==> src/include/fps_pkg.sv <==
// package for the flash program and security block
// assumes a single 125 MHz clock and an external flash macro behind ports
package fps_pkg;
	localparam int          PAGE_BYTES     = 128;
	localparam int          PAGES_16K      = 128;
	localparam int          PAGES_32K      = 256;
	localparam int          ADDR_W         = 16;
	localparam int          PAGE_OFF_W     = 7;
	localparam int          CLK_MHZ        = 125;
	localparam int          PROG_TIME_MS   = 10;
	localparam int          PROG_CYCLES    = PROG_TIME_MS * 1000 * CLK_MHZ;
	// security byte layout
	localparam int          HSB_LJB_POS    = 7;
	localparam int          HSB_X2_POS     = 6;
	localparam int          HSB_AUX_RAM_FUSE_POS   = 5;
	localparam int          HSB_LB2_POS    = 2;
	localparam int          HSB_LB1_POS    = 1;
	localparam int          HSB_LB0_POS    = 0;
	// loader jump programmed (0), x2 and aux_ram_fuse unprogrammed, level four
	localparam logic [7:0]  HSB_DEFAULT    = 8'h7B;
	localparam logic [7:0]  HSB_INACTIVE   = 8'hFF;
	localparam logic [7:0]  ERASED_BYTE    = 8'hFF;
	localparam logic [1:0]  SRC_PAR        = 2'h0;
	localparam logic [1:0]  SRC_ISP        = 2'h1;
	localparam logic [1:0]  SRC_API        = 2'h2;
	// one-hot levels
	localparam logic [3:0]  LVL1           = 4'h1;
	localparam logic [3:0]  LVL2           = 4'h2;
	localparam logic [3:0]  LVL3           = 4'h4;
	localparam logic [3:0]  LVL4           = 4'h8;
	typedef enum logic [4:0] {
		FPS_IDLE  = 5'h01,
		FPS_ERASE = 5'h02,
		FPS_PROG  = 5'h04,
		FPS_CHIP  = 5'h08,
		FPS_WAIT  = 5'h10
	} fps_state_e;
endpackage : fps_pkg

==> src/rtl/fps_flash_security.sv <==
// flash program sequencer and code protection for an 8-bit controller
// assumes flash array and extra array macros are outside, reached by ports
// parallel programmer pins arrive asynchronous and are synchronised here
module fps_flash_security
	import fps_pkg::*;
#(
	parameter int PROG_CNT = PROG_CYCLES,
	parameter bit BIG_PART = 1'b1
)
(
	input  wire logic              clk_i,
	input  wire logic              rst_n_i,
	input  wire logic              ce_i,
	input  wire logic              ext_access_n_i,
	input  wire logic              fetch_req_i,
	input  wire logic              fetch_ext_code_i,
	input  wire logic              fetch_table_i,
	input  wire logic [ADDR_W-1:0] fetch_addr_i,
	output logic                   fetch_internal_o,
	output logic                   fetch_allowed_o,
	output logic [7:0]             fetch_data_o,
	input  wire logic              par_req_i,
	input  wire logic              par_write_i,
	input  wire logic              par_id_i,
	input  wire logic              par_chip_erase_i,
	input  wire logic              isp_req_i,
	input  wire logic              api_req_i,
	input  wire logic              page_mode_i,
	input  wire logic              xaf_sel_i,
	input  wire logic [ADDR_W-1:0] prog_addr_i,
	input  wire logic [7:0]        prog_data_i,
	input  wire logic              sw_sec_lock_i,
	output logic                   busy_o,
	output logic                   refused_o,
	output logic [7:0]             par_rdata_o,
	input  wire logic [7:0]        part_id_i,
	input  wire logic [7:0]        hsb_prog_i,
	input  wire logic              hsb_prog_we_i,
	output logic [7:0]             hardware_security_byte_o,
	output logic [3:0]             level_o,
	output logic                   ext_access_latched_o,
	input  wire logic [7:0]        flash_rdata_i,
	output logic                   flash_erase_o,
	output logic                   flash_prog_o,
	output logic                   flash_chip_erase_o,
	output logic                   flash_xaf_o,
	output logic [ADDR_W-1:0]      flash_addr_o,
	output logic [7:0]             flash_wdata_o,
	output logic [PAGE_OFF_W:0]    flash_len_o
);
	function automatic logic [3:0] lvl_decode(input logic [7:0] hardware_security_byte);
		logic [3:0] l;
		l = LVL1;
		if (!hardware_security_byte[HSB_LB0_POS])
			l = LVL2;
		if (!hardware_security_byte[HSB_LB1_POS])
			l = LVL3;
		if (!hardware_security_byte[HSB_LB2_POS])
			l = LVL4;
		return l;
	endfunction : lvl_decode

	// pin inputs from the programmer and the access pin
	logic [1:0] ea_s_q, req_s_q, wr_s_q, id_s_q, ce_s_q;
	logic       req_d1_q;
	always_ff @(posedge clk_i or negedge rst_n_i)
	begin
		if (!rst_n_i)
		begin
			ea_s_q   <= 2'h3;
			req_s_q  <= 2'h0;
			wr_s_q   <= 2'h0;
			id_s_q   <= 2'h0;
			ce_s_q   <= 2'h0;
			req_d1_q <= 1'b0;
		end
		else if (ce_i)
		begin
			ea_s_q   <= {ea_s_q[0], ext_access_n_i};
			req_s_q  <= {req_s_q[0], par_req_i};
			wr_s_q   <= {wr_s_q[0], par_write_i};
			id_s_q   <= {id_s_q[0], par_id_i};
			ce_s_q   <= {ce_s_q[0], par_chip_erase_i};
			req_d1_q <= req_s_q[1];
		end
	end
	logic par_go;
	assign par_go = req_s_q[1] & ~req_d1_q;

	// security state: hsb, sampled level, latched access pin
	logic [7:0] hsb_q, hsb_d;
	logic [3:0] lvl_q, lvl_d;
	logic       ea_q, ea_d;
	// access pin latched only once the synchroniser holds the real pin
	logic [1:0] init_q, init_d;
	logic       erase_done;

	always_comb
	begin
		hsb_d  = hsb_q;
		lvl_d  = lvl_q;
		ea_d   = ea_q;
		init_d = init_q;
		if (init_q != 2'h3)
			init_d = init_q + 2'h1;
		if (init_q == 2'h0)
			lvl_d = lvl_decode(hsb_q);
		if (init_q != 2'h3)
			ea_d = ea_s_q[1];
		if (hsb_prog_we_i)
			hsb_d = hsb_prog_i & hsb_q;
		if (erase_done)
		begin
			hsb_d = HSB_INACTIVE;
			lvl_d = LVL1;
		end
	end
	always_ff @(posedge clk_i or negedge rst_n_i)
	begin
		if (!rst_n_i)
		begin
			hsb_q  <= HSB_DEFAULT;
			lvl_q  <= LVL4;
			ea_q   <= 1'b1;
			init_q <= 2'h0;
		end
		else if (ce_i)
		begin
			hsb_q  <= hsb_d;
			lvl_q  <= lvl_d;
			ea_q   <= ea_d;
			init_q <= init_d;
		end
	end

	logic lvl2p, lvl3p, lvl4p, ea_eff;
	assign lvl2p  = |lvl_q[3:1];
	assign lvl3p  = |lvl_q[3:2];
	assign lvl4p  = lvl_q[3];
	// above level 1 the pin as seen at reset rules, not the live pin
	assign ea_eff = lvl2p ? ea_q : ea_s_q[1];

	// fetch path: combinational, byte wide, no wait states
	always_comb
	begin
		fetch_internal_o = ea_eff & ~fetch_ext_code_i;
		fetch_allowed_o  = 1'b1;
		if (fetch_ext_code_i && fetch_table_i && lvl2p && ea_eff)
			fetch_allowed_o = 1'b0;
		// top level forbids external code even with the pin held low
		if (fetch_ext_code_i && !fetch_table_i && lvl4p)
			fetch_allowed_o = 1'b0;
		fetch_data_o = (fetch_req_i && fetch_allowed_o) ?
			flash_rdata_i : 8'h00;
	end

	// program sequencer
	fps_state_e st_q, st_d;
	logic [31:0] cnt_q, cnt_d;
	logic [ADDR_W-1:0] addr_q, addr_d;
	logic [7:0] data_q, data_d, prd_q, prd_d;
	logic pg_q, pg_d, xaf_q, xaf_d, ref_q, ref_d;
	logic isp_ok, api_ok, par_prog, par_rd;

	assign isp_ok   = isp_req_i & ~(sw_sec_lock_i & ~xaf_sel_i);
	assign api_ok   = api_req_i;
	assign par_prog = par_go & wr_s_q[1] & ~ce_s_q[1];
	assign par_rd   = par_go & ~wr_s_q[1] & ~ce_s_q[1];
	assign erase_done = (st_q == FPS_CHIP) && (cnt_q == 32'h0);

	always_comb
	begin
		st_d   = st_q;
		cnt_d  = cnt_q;
		addr_d = addr_q;
		data_d = data_q;
		prd_d  = prd_q;
		pg_d   = pg_q;
		xaf_d  = xaf_q;
		ref_d  = 1'b0;
		unique case (st_q)
			FPS_IDLE:
			begin
				if (par_go && ce_s_q[1])
				begin
					st_d  = FPS_CHIP;
					cnt_d = PROG_CNT - 1;
				end
				else if (par_rd)
				begin
					if (id_s_q[1])
						prd_d = part_id_i;
					else if (lvl3p)
					begin
						prd_d = 8'h00;
						ref_d = 1'b1;
					end
					else
						prd_d = flash_rdata_i;
				end
				else if (par_prog && lvl2p)
					ref_d = 1'b1;
				else if (isp_req_i && !isp_ok)
					ref_d = 1'b1;
				else if (par_prog || isp_ok || api_ok)
				begin
					st_d   = FPS_ERASE;
					addr_d = prog_addr_i;
					data_d = prog_data_i;
					pg_d   = page_mode_i;
					xaf_d  = xaf_sel_i;
					if (page_mode_i)
						addr_d[PAGE_OFF_W-1:0] = '0;
					if (!BIG_PART)
						addr_d[ADDR_W-1] = 1'b0;
					cnt_d = PROG_CNT / 2 - 1;
				end
			end
			FPS_ERASE:
			begin
				if (cnt_q == 32'h0)
				begin
					st_d  = FPS_PROG;
					cnt_d = PROG_CNT - PROG_CNT / 2 - 1;
				end
				else
					cnt_d = cnt_q - 32'h1;
			end
			FPS_PROG, FPS_CHIP:
			begin
				if (cnt_q == 32'h0)
					st_d = FPS_WAIT;
				else
					cnt_d = cnt_q - 32'h1;
			end
			FPS_WAIT:
				st_d = FPS_IDLE;
		endcase
	end
	always_ff @(posedge clk_i or negedge rst_n_i)
	begin
		if (!rst_n_i)
		begin
			st_q   <= FPS_IDLE;
			cnt_q  <= 32'h0;
			addr_q <= '0;
			data_q <= 8'h00;
			prd_q  <= 8'h00;
			pg_q   <= 1'b0;
			xaf_q  <= 1'b0;
			ref_q  <= 1'b0;
		end
		else if (ce_i)
		begin
			st_q   <= st_d;
			cnt_q  <= cnt_d;
			addr_q <= addr_d;
			data_q <= data_d;
			prd_q  <= prd_d;
			pg_q   <= pg_d;
			xaf_q  <= xaf_d;
			ref_q  <= ref_d;
		end
	end

	assign busy_o             = (st_q != FPS_IDLE);
	assign refused_o          = ref_q;
	assign par_rdata_o        = prd_q;
	assign hardware_security_byte_o = hsb_q;
	assign level_o            = lvl_q;
	assign ext_access_latched_o = ea_q;
	assign flash_erase_o      = (st_q == FPS_ERASE);
	assign flash_prog_o       = (st_q == FPS_PROG);
	assign flash_chip_erase_o = (st_q == FPS_CHIP);
	assign flash_xaf_o        = xaf_q;
	assign flash_addr_o       = addr_q;
	assign flash_wdata_o      = data_q;
	// page length 128 in page mode, else a single byte
	assign flash_len_o = pg_q ? (PAGE_OFF_W+1)'(PAGE_BYTES) :
		(PAGE_OFF_W+1)'(1);
endmodule : fps_flash_security

==> config.mk <==
export PLATFORM = sky130hd
export DESIGN_NAME = fps_flash_security
export DESIGN_NICKNAME = d
export VERILOG_FILES = /design/src/include/fps_pkg.sv /design/src/rtl/fps_flash_security.sv
export SDC_FILE = /design/constraint.sdc
export NUM_CORES = 1
export LEC_CHECK = 0
export BUFFER_PORTS_ARGS = -buffer_cell sky130_fd_sc_hd__clkbuf_2
export CAP_MARGIN = 40
export CORE_ASPECT_RATIO = 0.5
export CORE_UTILIZATION = 50
export CTS_CLUSTER_SIZE = 8
export DETAILED_ROUTE_END_ITERATION = 16
export HOLD_SLACK_MARGIN = 0.1
export MAX_ROUTING_LAYER = met4
export PLACE_DENSITY = 0.84
export SLEW_MARGIN = 20
export SYNTH_ARGS = -nofsm -noshare
export SYNTH_HDL_FRONTEND = slang
export SYNTH_SLANG_ARGS = --single-unit
==> constraint.sdc <==
create_clock -name clk_i -period 2.95 [get_ports clk_i]
set_input_delay 0.1475 -clock clk_i [delete_from_list [all_inputs] [get_ports clk_i]]
set_output_delay 0.1475 -clock clk_i [all_outputs]
set_load 0.01 [all_outputs]
* After elaboration in Yosys (flattened, before gate mapping)
Cells that the tools add are included.
** Storage, ports and cells
- Flip-flop bits (word level) :: 98
- Bits in latches :: 0
- RAM bits :: 0
- Bits in read-only memories :: 0
- Bits of input ports :: 81
- Output and inout bits :: 69
- Word-level logic and storage cells :: 120
- Memories :: 0
** Operators by class
- $add $sub $neg :: 2
- Multipliers :: 0
- Divide/modulo/power cells :: 0
- Magnitude comparators :: 0
- Equality and inequality tests :: 14
- Shift operators :: 0
- Mux-type cells :: 38
- Bitwise gates (word level) :: 19
- Reduce and logical (&&, ||, !) cells :: 29
** Operator list (count)
- 32-bit two-way mux :: 7
- 32-bit one-hot mux with 3 select lines :: 1
- 8-bit two-way mux :: 6
- 5-bit two-way mux :: 7
- 32-bit logical NOT :: 1
- 32-bit by 1-bit subtractor with 32-bit output (second input constant) :: 1
- 7-bit AND reduction :: 3
- 5-bit one-hot mux with 4 select lines :: 1
- 4-bit two-way mux :: 4
- 3-bit inequality test (second input constant) :: 4
- 1-bit logical AND :: 10
- 1-bit two-way mux :: 10
- 1-bit NOT :: 10
- 1-bit AND :: 8
- 8-bit AND :: 1
- 7-bit two-way mux :: 1
- 2-bit inequality test (second input constant) :: 3
- 2-bit AND reduction :: 3
- 5-bit by 1-bit == test with 1-bit output (second input constant) :: 1
- 5-bit by 2-bit == test with 1-bit output (second input constant) :: 1
- 5-bit by 3-bit == test with 1-bit output (second input constant) :: 1
- 5-bit by 4-bit == test with 1-bit output (second input constant) :: 1
- 5-bit == test (second input constant) :: 1
- 5-bit by 1-bit inequality test with 1-bit output (second input constant) :: 1
- other kinds (11) :: 15

* Logic depth before layout (Yosys ltp)
Gate-level depths: netlist of the first run.
- Depth in word-level cells :: 12
- Depth in mapped cells :: 9
- Gate-level depth less buffers :: 7

* Least setup slack after synthesis of the first run
OpenSTA, ideal clock, no wires.
- Path type :: flip-flop to flip-flop
- From :: register st_q[4]
- To :: register addr_q[10] (netlist: flash_addr_o[10])
- Setup time :: 0.125 ns
- Arrival :: 2.339 ns
- Data required time :: 2.825 ns
- Path slack :: 0.486 ns
- Stages on the path, launching flop included :: 8
- Buffers on the path :: 2
- Period minus slack after synthesis :: 2.464 ns
- Path through :: dfrtp_1 -> clkbuf_1 -> or4_1 -> nor3_2 -> nand2_1 -> nor3_2 -> buf_4 -> mux2_2
** Between the ends
- Longest elaborated chain between the ends :: 2
** RTL lines
- start, declared :: RTL line fps_flash_security.sv:158 : fps_state_e st_q, st_d;
- start signal, assigned :: RTL line fps_flash_security.sv:255 : st_q <= st_d;
- 5-bit by 1-bit == test with 1-bit output :: RTL line fps_flash_security.sv:181 : unique case (st_q)
- 7-bit AND reduction (no line)
- end signal, assigned :: RTL line fps_flash_security.sv:257 : addr_q <= addr_d;
- end, declared :: RTL line fps_flash_security.sv:160 : logic [ADDR_W-1:0] addr_q, addr_d;
No other way between the ends.
A chain may end at the register's enable or synchronous reset.

* Worst setup path after layout of the first run
- From :: register st_q[1]
- To :: register data_q[2] (netlist: flash_wdata_o[2])
** Between the ends
- Longest elaborated chain between the ends :: 2
** RTL lines
- 5-bit by 1-bit == test with 1-bit output :: RTL line fps_flash_security.sv:181
- 7-bit AND reduction (no line)
- end signal, assigned :: RTL line fps_flash_security.sv:258 : data_q <= data_d;
- end, declared :: RTL line fps_flash_security.sv:161 : logic [7:0] data_q, data_d, prd_q, prd_d;
No other way between the ends.

==> out/results.ini, run 1 <==
[final_layout]
fin_util_pct=67.29
instances_no_fill=791
fin_nets=736
final_cell_mix=126 x clkbuf_2, 87 x dfrtp_1, 45 x o21ai_0, 41 x dlygate4sd3_1, 35 x nand2_1
drive_gt1_share_pct=32.77
area_growth_pct=29.67
n_antenna_cell=0
layout_commonest_cell=clkbuf_2

[sta]
setup_tns_ns=0
post-route-period-util_pct=93.63
setup_violations=0
worst_pin_slew_ns=0.7430
fmax_mhz=362.0
finClkSkew_ns=0.006808
rsz0062_at_grt=no
layout_setup_ws_ns=0.1878
drv_slew=0
final_hold_viol_count=0
fin_crit_ns=2.762
relSlewSlack_pct=50.47

[drt]
first_pass_iters=6
drc=0
vias=4535
drt_wl_total_mm=13.60
avgViaCountPerCell=5.733
ant_nets=0
wire_per_inst_microns=17.19
first_iter_violations=421

[synthesis]
syn_area_per_cell_sq_um=10.23
synth_area_sq_um=4951
ys.warnings.count=0
seq_area_frac_synth_pct=49.81
synthArstFlopShare_pct=100.0
synth_cell_types=58
synth_edf_count=0
syn_inst=484
synth_ff_type=dfrtp_1
ys_ff_latch=98

[cts]
cts_made_buffers=9
postCtsSetupRepairBufs=0
path_clk_slew_ns=0.07
cts_buffer_depth=2
cts_tree=done
cts_root_buffer=clkbuf_16
clk_latency_ns=0.36
htreeDepth=3
cts.sinks=98

[global_routing]
grt-ovfl-total=0
grt.total_usage_pct=29.20
grt_pass1_wl_mm=22.16
grt_pass1_vias=4430
grt_max_degree=57
grt_antenna_before_repair=0

[placed_design]
post-place-ws_ns=0.2341
dp_cells=734
globalplace.congestion=0.8374
hpwl_mm=8.234
port_buffers=127

[setup_path]
crit_cells=6
r2r_end=flash_wdata_o[2]
crit_family=simple AND/OR/NAND/NOR gates
slowest_delay_ns=0.61
worstPathArrival_ns=3.00
cp-end-kind=flop
reg2reg_depth=6
path_buf_inv=1
worstSetupStartpointType=flop
required_ns=3.19
cp_max_fo=34
worst_path_max_delay_cell=or4_1
path_class=reg2reg
rrSetupSlack_ns=0.19
r2r_start=st_q[1]
crit_chain=or4_1 > nor3_2 > nand2_1 > nor3_4 > buf_4 > mux2_2

[power_and_ir_drop]
leakagePower_nw=3.003
total_power_mw=4.427
power_density_nw_per_um2=689.5
irDropWorstVdd_uv=387.5

[worst_hold_path]
min_from=flash_rdata_i[2]
min_delay_worst_endpoint=par_rdata_o[2]
hp-class=in2reg
whs_path_depth=3

[floorplanning]
core-area_sq_um=9540
die_h_microns=72.37
die_w_microns=142.7
io_pins=150
start_util_pct=51.90
dieArea_sq_um=10330
core.rowCount=25

[run]
maxCapViolations=0

[run_status]
status=completed

-- through the flow --
stage / hold slack [ns] / instance area, sq um
detailed placement: 0.2490 / 5715
floorplan: -0.1481 / 4970
global route: 0.1014 / 6420
finish: 0.09414 / 6420
global placement: 0.2513 / 5710
CTS: 0.1009 / 6412
-- Yosys cell counts (2+ instances only) --
master / count / area share [%]
mux2i_1: 2 / 0.40
buf_2: 8 / 0.81
o22ai_1: 3 / 0.38
clkbuf_1: 7 / 0.53
a22o_1: 5 / 0.88
o2bb2ai_1: 5 / 0.88
a31oi_1: 7 / 0.88
nor2_1: 30 / 2.3
o211ai_1: 3 / 0.45
nor3_1: 9 / 0.91
o22a_1: 5 / 0.88
nand3_1: 9 / 0.91
nor4_1: 4 / 0.51
nor3_2: 3 / 0.61
dfstp_2: 11 / 5.8
nor2b_1: 2 / 0.25
inv_1: 23 / 1.7
or2_2: 5 / 0.63
or4_1: 11 / 1.7
mux2_2: 33 / 7.5
o21ai_0: 45 / 4.5
and2_1: 3 / 0.38
nand3b_1: 9 / 1.4
nand4b_1: 3 / 0.53
ha_1: 4 / 1.0
and3_1: 10 / 1.3
or3_1: 15 / 1.9
a22oi_1: 9 / 1.4
a21oi_1: 18 / 1.8
buf_4: 11 / 1.7
o21a_1: 7 / 1.1
dfrtp_1: 87 / 44
nand2b_1: 4 / 0.51
nand4_1: 2 / 0.25
o41ai_1: 5 / 0.88
o31ai_1: 9 / 1.4
nand2_1: 35 / 2.7
xor2_1: 3 / 0.53
-- worst max-delay path by stage --
stage,from,endpoint,slack [ns]
floorplan,st_q[4],flash_addr_o[10],0.49
global placement,cnt_q[14],cnt_q[23],0.31
detailed placement,cnt_q[14],cnt_q[8],0.23
CTS,cnt_q[14],cnt_q[8],0.21
global route,cnt_q[14],cnt_q[29],0.05
finish,st_q[1],flash_wdata_o[2],0.19
-- tightest hold or removal path, delay by kind of cell --
kind | cells | cell delay (ns)
AOI/OAI and AO/OA | 2 | 0.18
buffers and inverters | 1 | 0.08
-- sequential cells by signal, summed over array words and instances (netlist names) --
register and flops:
ce_s_q 2, cnt_q 32, ea_s_q 2, ext_access_latched_o 1
flash_addr_o 16, flash_wdata_o 8, flash_xaf_o 1, hardware_security_byte_o 8
id_s_q 2, init_q 2, level_o 4, par_rdata_o 8
pg_q 1, refused_o 1, req_d1_q 1, req_s_q 2
st_q 5, wr_s_q 2
-- layer usage --
layer | GRT usage (%) | routed length (microns)
met2 | 48.04 | 6806
met3 | 7.129 | 781
met4 | 14.81 | 485
met1 | 33.91 | 5523
met5 | - | 0
-- power by group --
part / switching [mW] / internal (mW)
Sequential: 0.249 / 1.59
Combinational: 0.828 / 0.604
Clock: 0.553 / 0.606
-- layout make-up --
type / count / area [sq um]
Fill cell: 678 / 3120
Sequential cell: 98 / 2466
Multi-Input combinational cell: 341 / 2278
Timing Repair Buffer: 178 / 1134
Clock buffer: 10 / 239.0
Tap cell: 135 / 168.9
Inverter: 23 / 86.33
Clock inverter: 6 / 47.55
-- kinds of logic (layout without fill, tap and decap cells) --
| family | Yosys count | count (layout) | share of synthesized area, % |
|---|---|---|---|
| AO/OA/AOI/OAI | 131 | 131 | 17.49 |
| XOR/XNOR | 4 | 4 | 0.7077 |
| adder cells (fa/ha/maj) | 4 | 4 | 1.011 |
| buffers and inverters | 50 | 217 | 4.827 |
| flip-flops | 98 | 98 | 49.81 |
| multiplexers | 35 | 35 | 7.910 |
| other | 1 | 6 | 0.07574 |
| AND/OR/NAND/NOR | 161 | 161 | 18.17 |
-- what timing repair did --
action,CTS,global route
setup endpoints to repair,0,12
gates resized for setup,0,2
hold buffers,41,0
hold endpoints to repair,87,0
No activity file was read; power rests on OpenSTA's default activity.
==> inputs of run 2 (changes only) <==
--- a/config.mk
+++ b/config.mk
@@ -9,8 +9,9 @@
 export CAP_MARGIN = 40
 export CORE_ASPECT_RATIO = 0.5
 export CORE_UTILIZATION = 50
-export CTS_CLUSTER_SIZE = 8
+export CTS_CLUSTER_SIZE = 28
 export DETAILED_ROUTE_END_ITERATION = 16
+export GPL_TIMING_DRIVEN = 0
 export HOLD_SLACK_MARGIN = 0.1
 export MAX_ROUTING_LAYER = met4
 export PLACE_DENSITY = 0.84
==> constraint.sdc (replaced) <==
create_clock -name clk_i -period 2.95 [get_ports clk_i]
set_input_delay 0.59 -clock clk_i [delete_from_list [all_inputs] [get_ports clk_i]]
set_output_delay 0.59 -clock clk_i [all_outputs]
set_load 0.01 [all_outputs]
==> out/results.ini, run 2 (synthesis gave the netlist of run 1 again) <==
[run_status]
status=completed

[sta]
setup_violations=0  ; unchanged
fin_crit_ns=2.739  ; -0.02366 ns
relSlewSlack_pct=56.21  ; +5.7 points
post-route-period-util_pct=92.83  ; -0.80 points
rsz0062_at_grt=no
final_hold_viol_count=0  ; unchanged
finClkSkew_ns=0.007079  ; +0.0002709 ns
fmax_mhz=365.2  ; +0.86%
setup_tns_ns=0  ; unchanged
drv_slew=0  ; unchanged
whs_ns=0.4673  ; +0.3731 ns
worst_pin_slew_ns=0.6509  ; -0.09212 ns

[cts]
cts_root_buffer=clkbuf_16
cts.sinks=98  ; unchanged
cts_tree=done
postCtsSetupRepairBufs=0  ; unchanged
htreeDepth=3  ; unchanged
cts_made_buffers=9  ; unchanged
cts_buffer_depth=2  ; unchanged
clk_latency_ns=0.35  ; about the same
path_clk_slew_ns=0.08  ; about the same

[placed_design]
place_area_sq_um=5816  ; +1.8%
hpwl_mm=8.668  ; +5.3%
globalplace.congestion=0.8641  ; +3.2%
port_buffers=127  ; unchanged

[final_layout]
design_area_sq_um=6141  ; -4.3%
final_cell_mix=126 x clkbuf_2, 87 x dfrtp_1, 45 x o21ai_0, 35 x nand2_1, 33 x mux2_2
top_register=cnt_q
fin_nets=715  ; -2.9%
largest_register_ffs=32  ; unchanged
drive_gt1_share_pct=35.43  ; +2.7 points
fin_util_pct=64.37  ; -2.9 points
area_growth_pct=24.03
n_antenna_cell=0  ; unchanged
layout_commonest_cell=clkbuf_2

[drt]
drt_wl_total_mm=11.96  ; -12%
first_pass_iters=5  ; -1
first_iter_violations=322  ; -24%
wire_per_inst_microns=15.54  ; -9.6%
ant_nets=0  ; unchanged
vias=4292  ; -5.4%
drc=0  ; unchanged
avgViaCountPerCell=5.574  ; -2.8%

[run]
maxCapViolations=0  ; unchanged

[power_and_ir_drop]
p_seq_share_pct=40.4  ; -1.1 points
leakagePower_nw=2.908  ; -3.2%
power_frac_clock_pct=26.9  ; +0.7 points
switching_power_mw=1.629  ; about the same
power_density_nw_per_um2=719.6  ; +4.4%
p_sw_share_pct=36.86  ; about the same
combPwrFrac_pct=32.6  ; +0.3 points
p_int_mw=2.790  ; -0.23%
irDropWorstVdd_uv=355.5  ; -8.2%

[global_routing]
grt-ovfl-total=0  ; unchanged
grt.total_usage_pct=25.01  ; -4.2 points
grt_pass1_wl_mm=19.50  ; -12%
grt_pass1_vias=4120  ; -7.0%
grt_antenna_before_repair=0  ; unchanged
grt_max_degree=90  ; +58%

[floorplanning]
dieArea_sq_um=10330  ; unchanged
core-area_sq_um=9540  ; unchanged
die_h_microns=72.37  ; unchanged
start_util_pct=51.90  ; unchanged
die_w_microns=142.7  ; unchanged
io_pins=150  ; unchanged
core.rowCount=25  ; unchanged

[setup_path]
required_ns=3.20  ; about the same
crit_top_cell=buf_2
worstSetupStartpointType=flop
cp-end-kind=flop
cp_max_fo=10  ; -71%
slowest_delay_ns=0.59  ; -0.02 ns
crit_family=compound AO/OA/AOI/OAI gates
path_buf_inv=3  ; +2
worst_path_max_delay_cell=or4_1
worstPathArrival_ns=2.98  ; -0.02 ns
path_class=reg2reg
crit_chain=clkbuf_1 > or4_1 > o41ai_1 > a221oi_2 > o21a_1 > buf_2 > buf_2 > a31oi_1

[worst_hold_path]
hp-class=in2reg

## run 2: cell count changes in the layout (fill, tap and decap cells not counted), sizes merged
cell         delta
inv             +1
clkinv          +1
clkbuf          +7
dlygate4sd3    -40
clkinvlp        -1
buf            +11
## run 2: through the flow
stage,std cells,power [mW],worst slack (ns)
4_1_cts,770,4.435,0.1399
5_1_grt,770,4.682,0.04780
3_3_place_gp,751,3.163,0.03144
3_5_place_dp,753,3.233,0.1339
2_1_floorplan,489,2.725,0.4862
6_report,770,4.419,0.2115
## run 2: timing repair
item / in CTS / in global routing
setup endpoints to repair: 0 / 36
hold endpoints to repair: 9 / 0
hold buffers: 1 / 0
gates resized for setup: 0 / 2
## run 2: power by group through the flow
stage                     logic (mW)  registers (mW)  clock network (mW)
after floorplan                0.913            1.81                   0
after global routing            1.60            1.82                1.26
after detailed placement        1.43            1.80                   0
after global placement          1.37            1.79                   0
final                           1.44            1.79                1.19
after CTS                       1.43            1.78                1.22
## run 2: layout make-up
type	count	area, sq um
Buffer	27	152.6
Clock buffer	9	225.2
Clock inverter	7	78.83
Fill cell	743	3400
Inverter	23	86.33
Multi-Input combinational cell	341	2276
Sequential cell	98	2466
Tap cell	135	168.9
Timing Repair Buffer	130	686.9
## run 2: path summary, 6_finish.rpt
| kind | cells after the start | to | from | slack (ns) |
|---|---|---|---|---|
| min in group asynchronous | 2 | cnt_q[27] | rst_n_i | 0.62 |
| max in group asynchronous | 3 | hardware_security_byte_o[0] | rst_n_i | 1.66 |
| worst min register to register | 2 | hardware_security_byte_o[3] | hardware_security_byte_o[3] | 0.48 |
| worst max register to register | 8 | cnt_q[1] | st_q[4] | 0.21 |
| worst min-delay path | 2 | flash_wdata_o[6] | prog_data_i[6] | 0.47 |
| worst max-delay path | 8 | cnt_q[1] | st_q[4] | 0.21 |
## run 2: routing by layer
| layer | vias to the layer above | GRT usage (%) | wire length, microns |
|---|---|---|---|
| met5 | - | - | 0 |
| met4 | 0 | 9.200 | 221 |
| met3 | 26 | 5.545 | 502 |
| met2 | 136 | 41.50 | 5975 |
| met1 | 2071 | 30.38 | 5263 |
| li1 | 2059 | - | - |
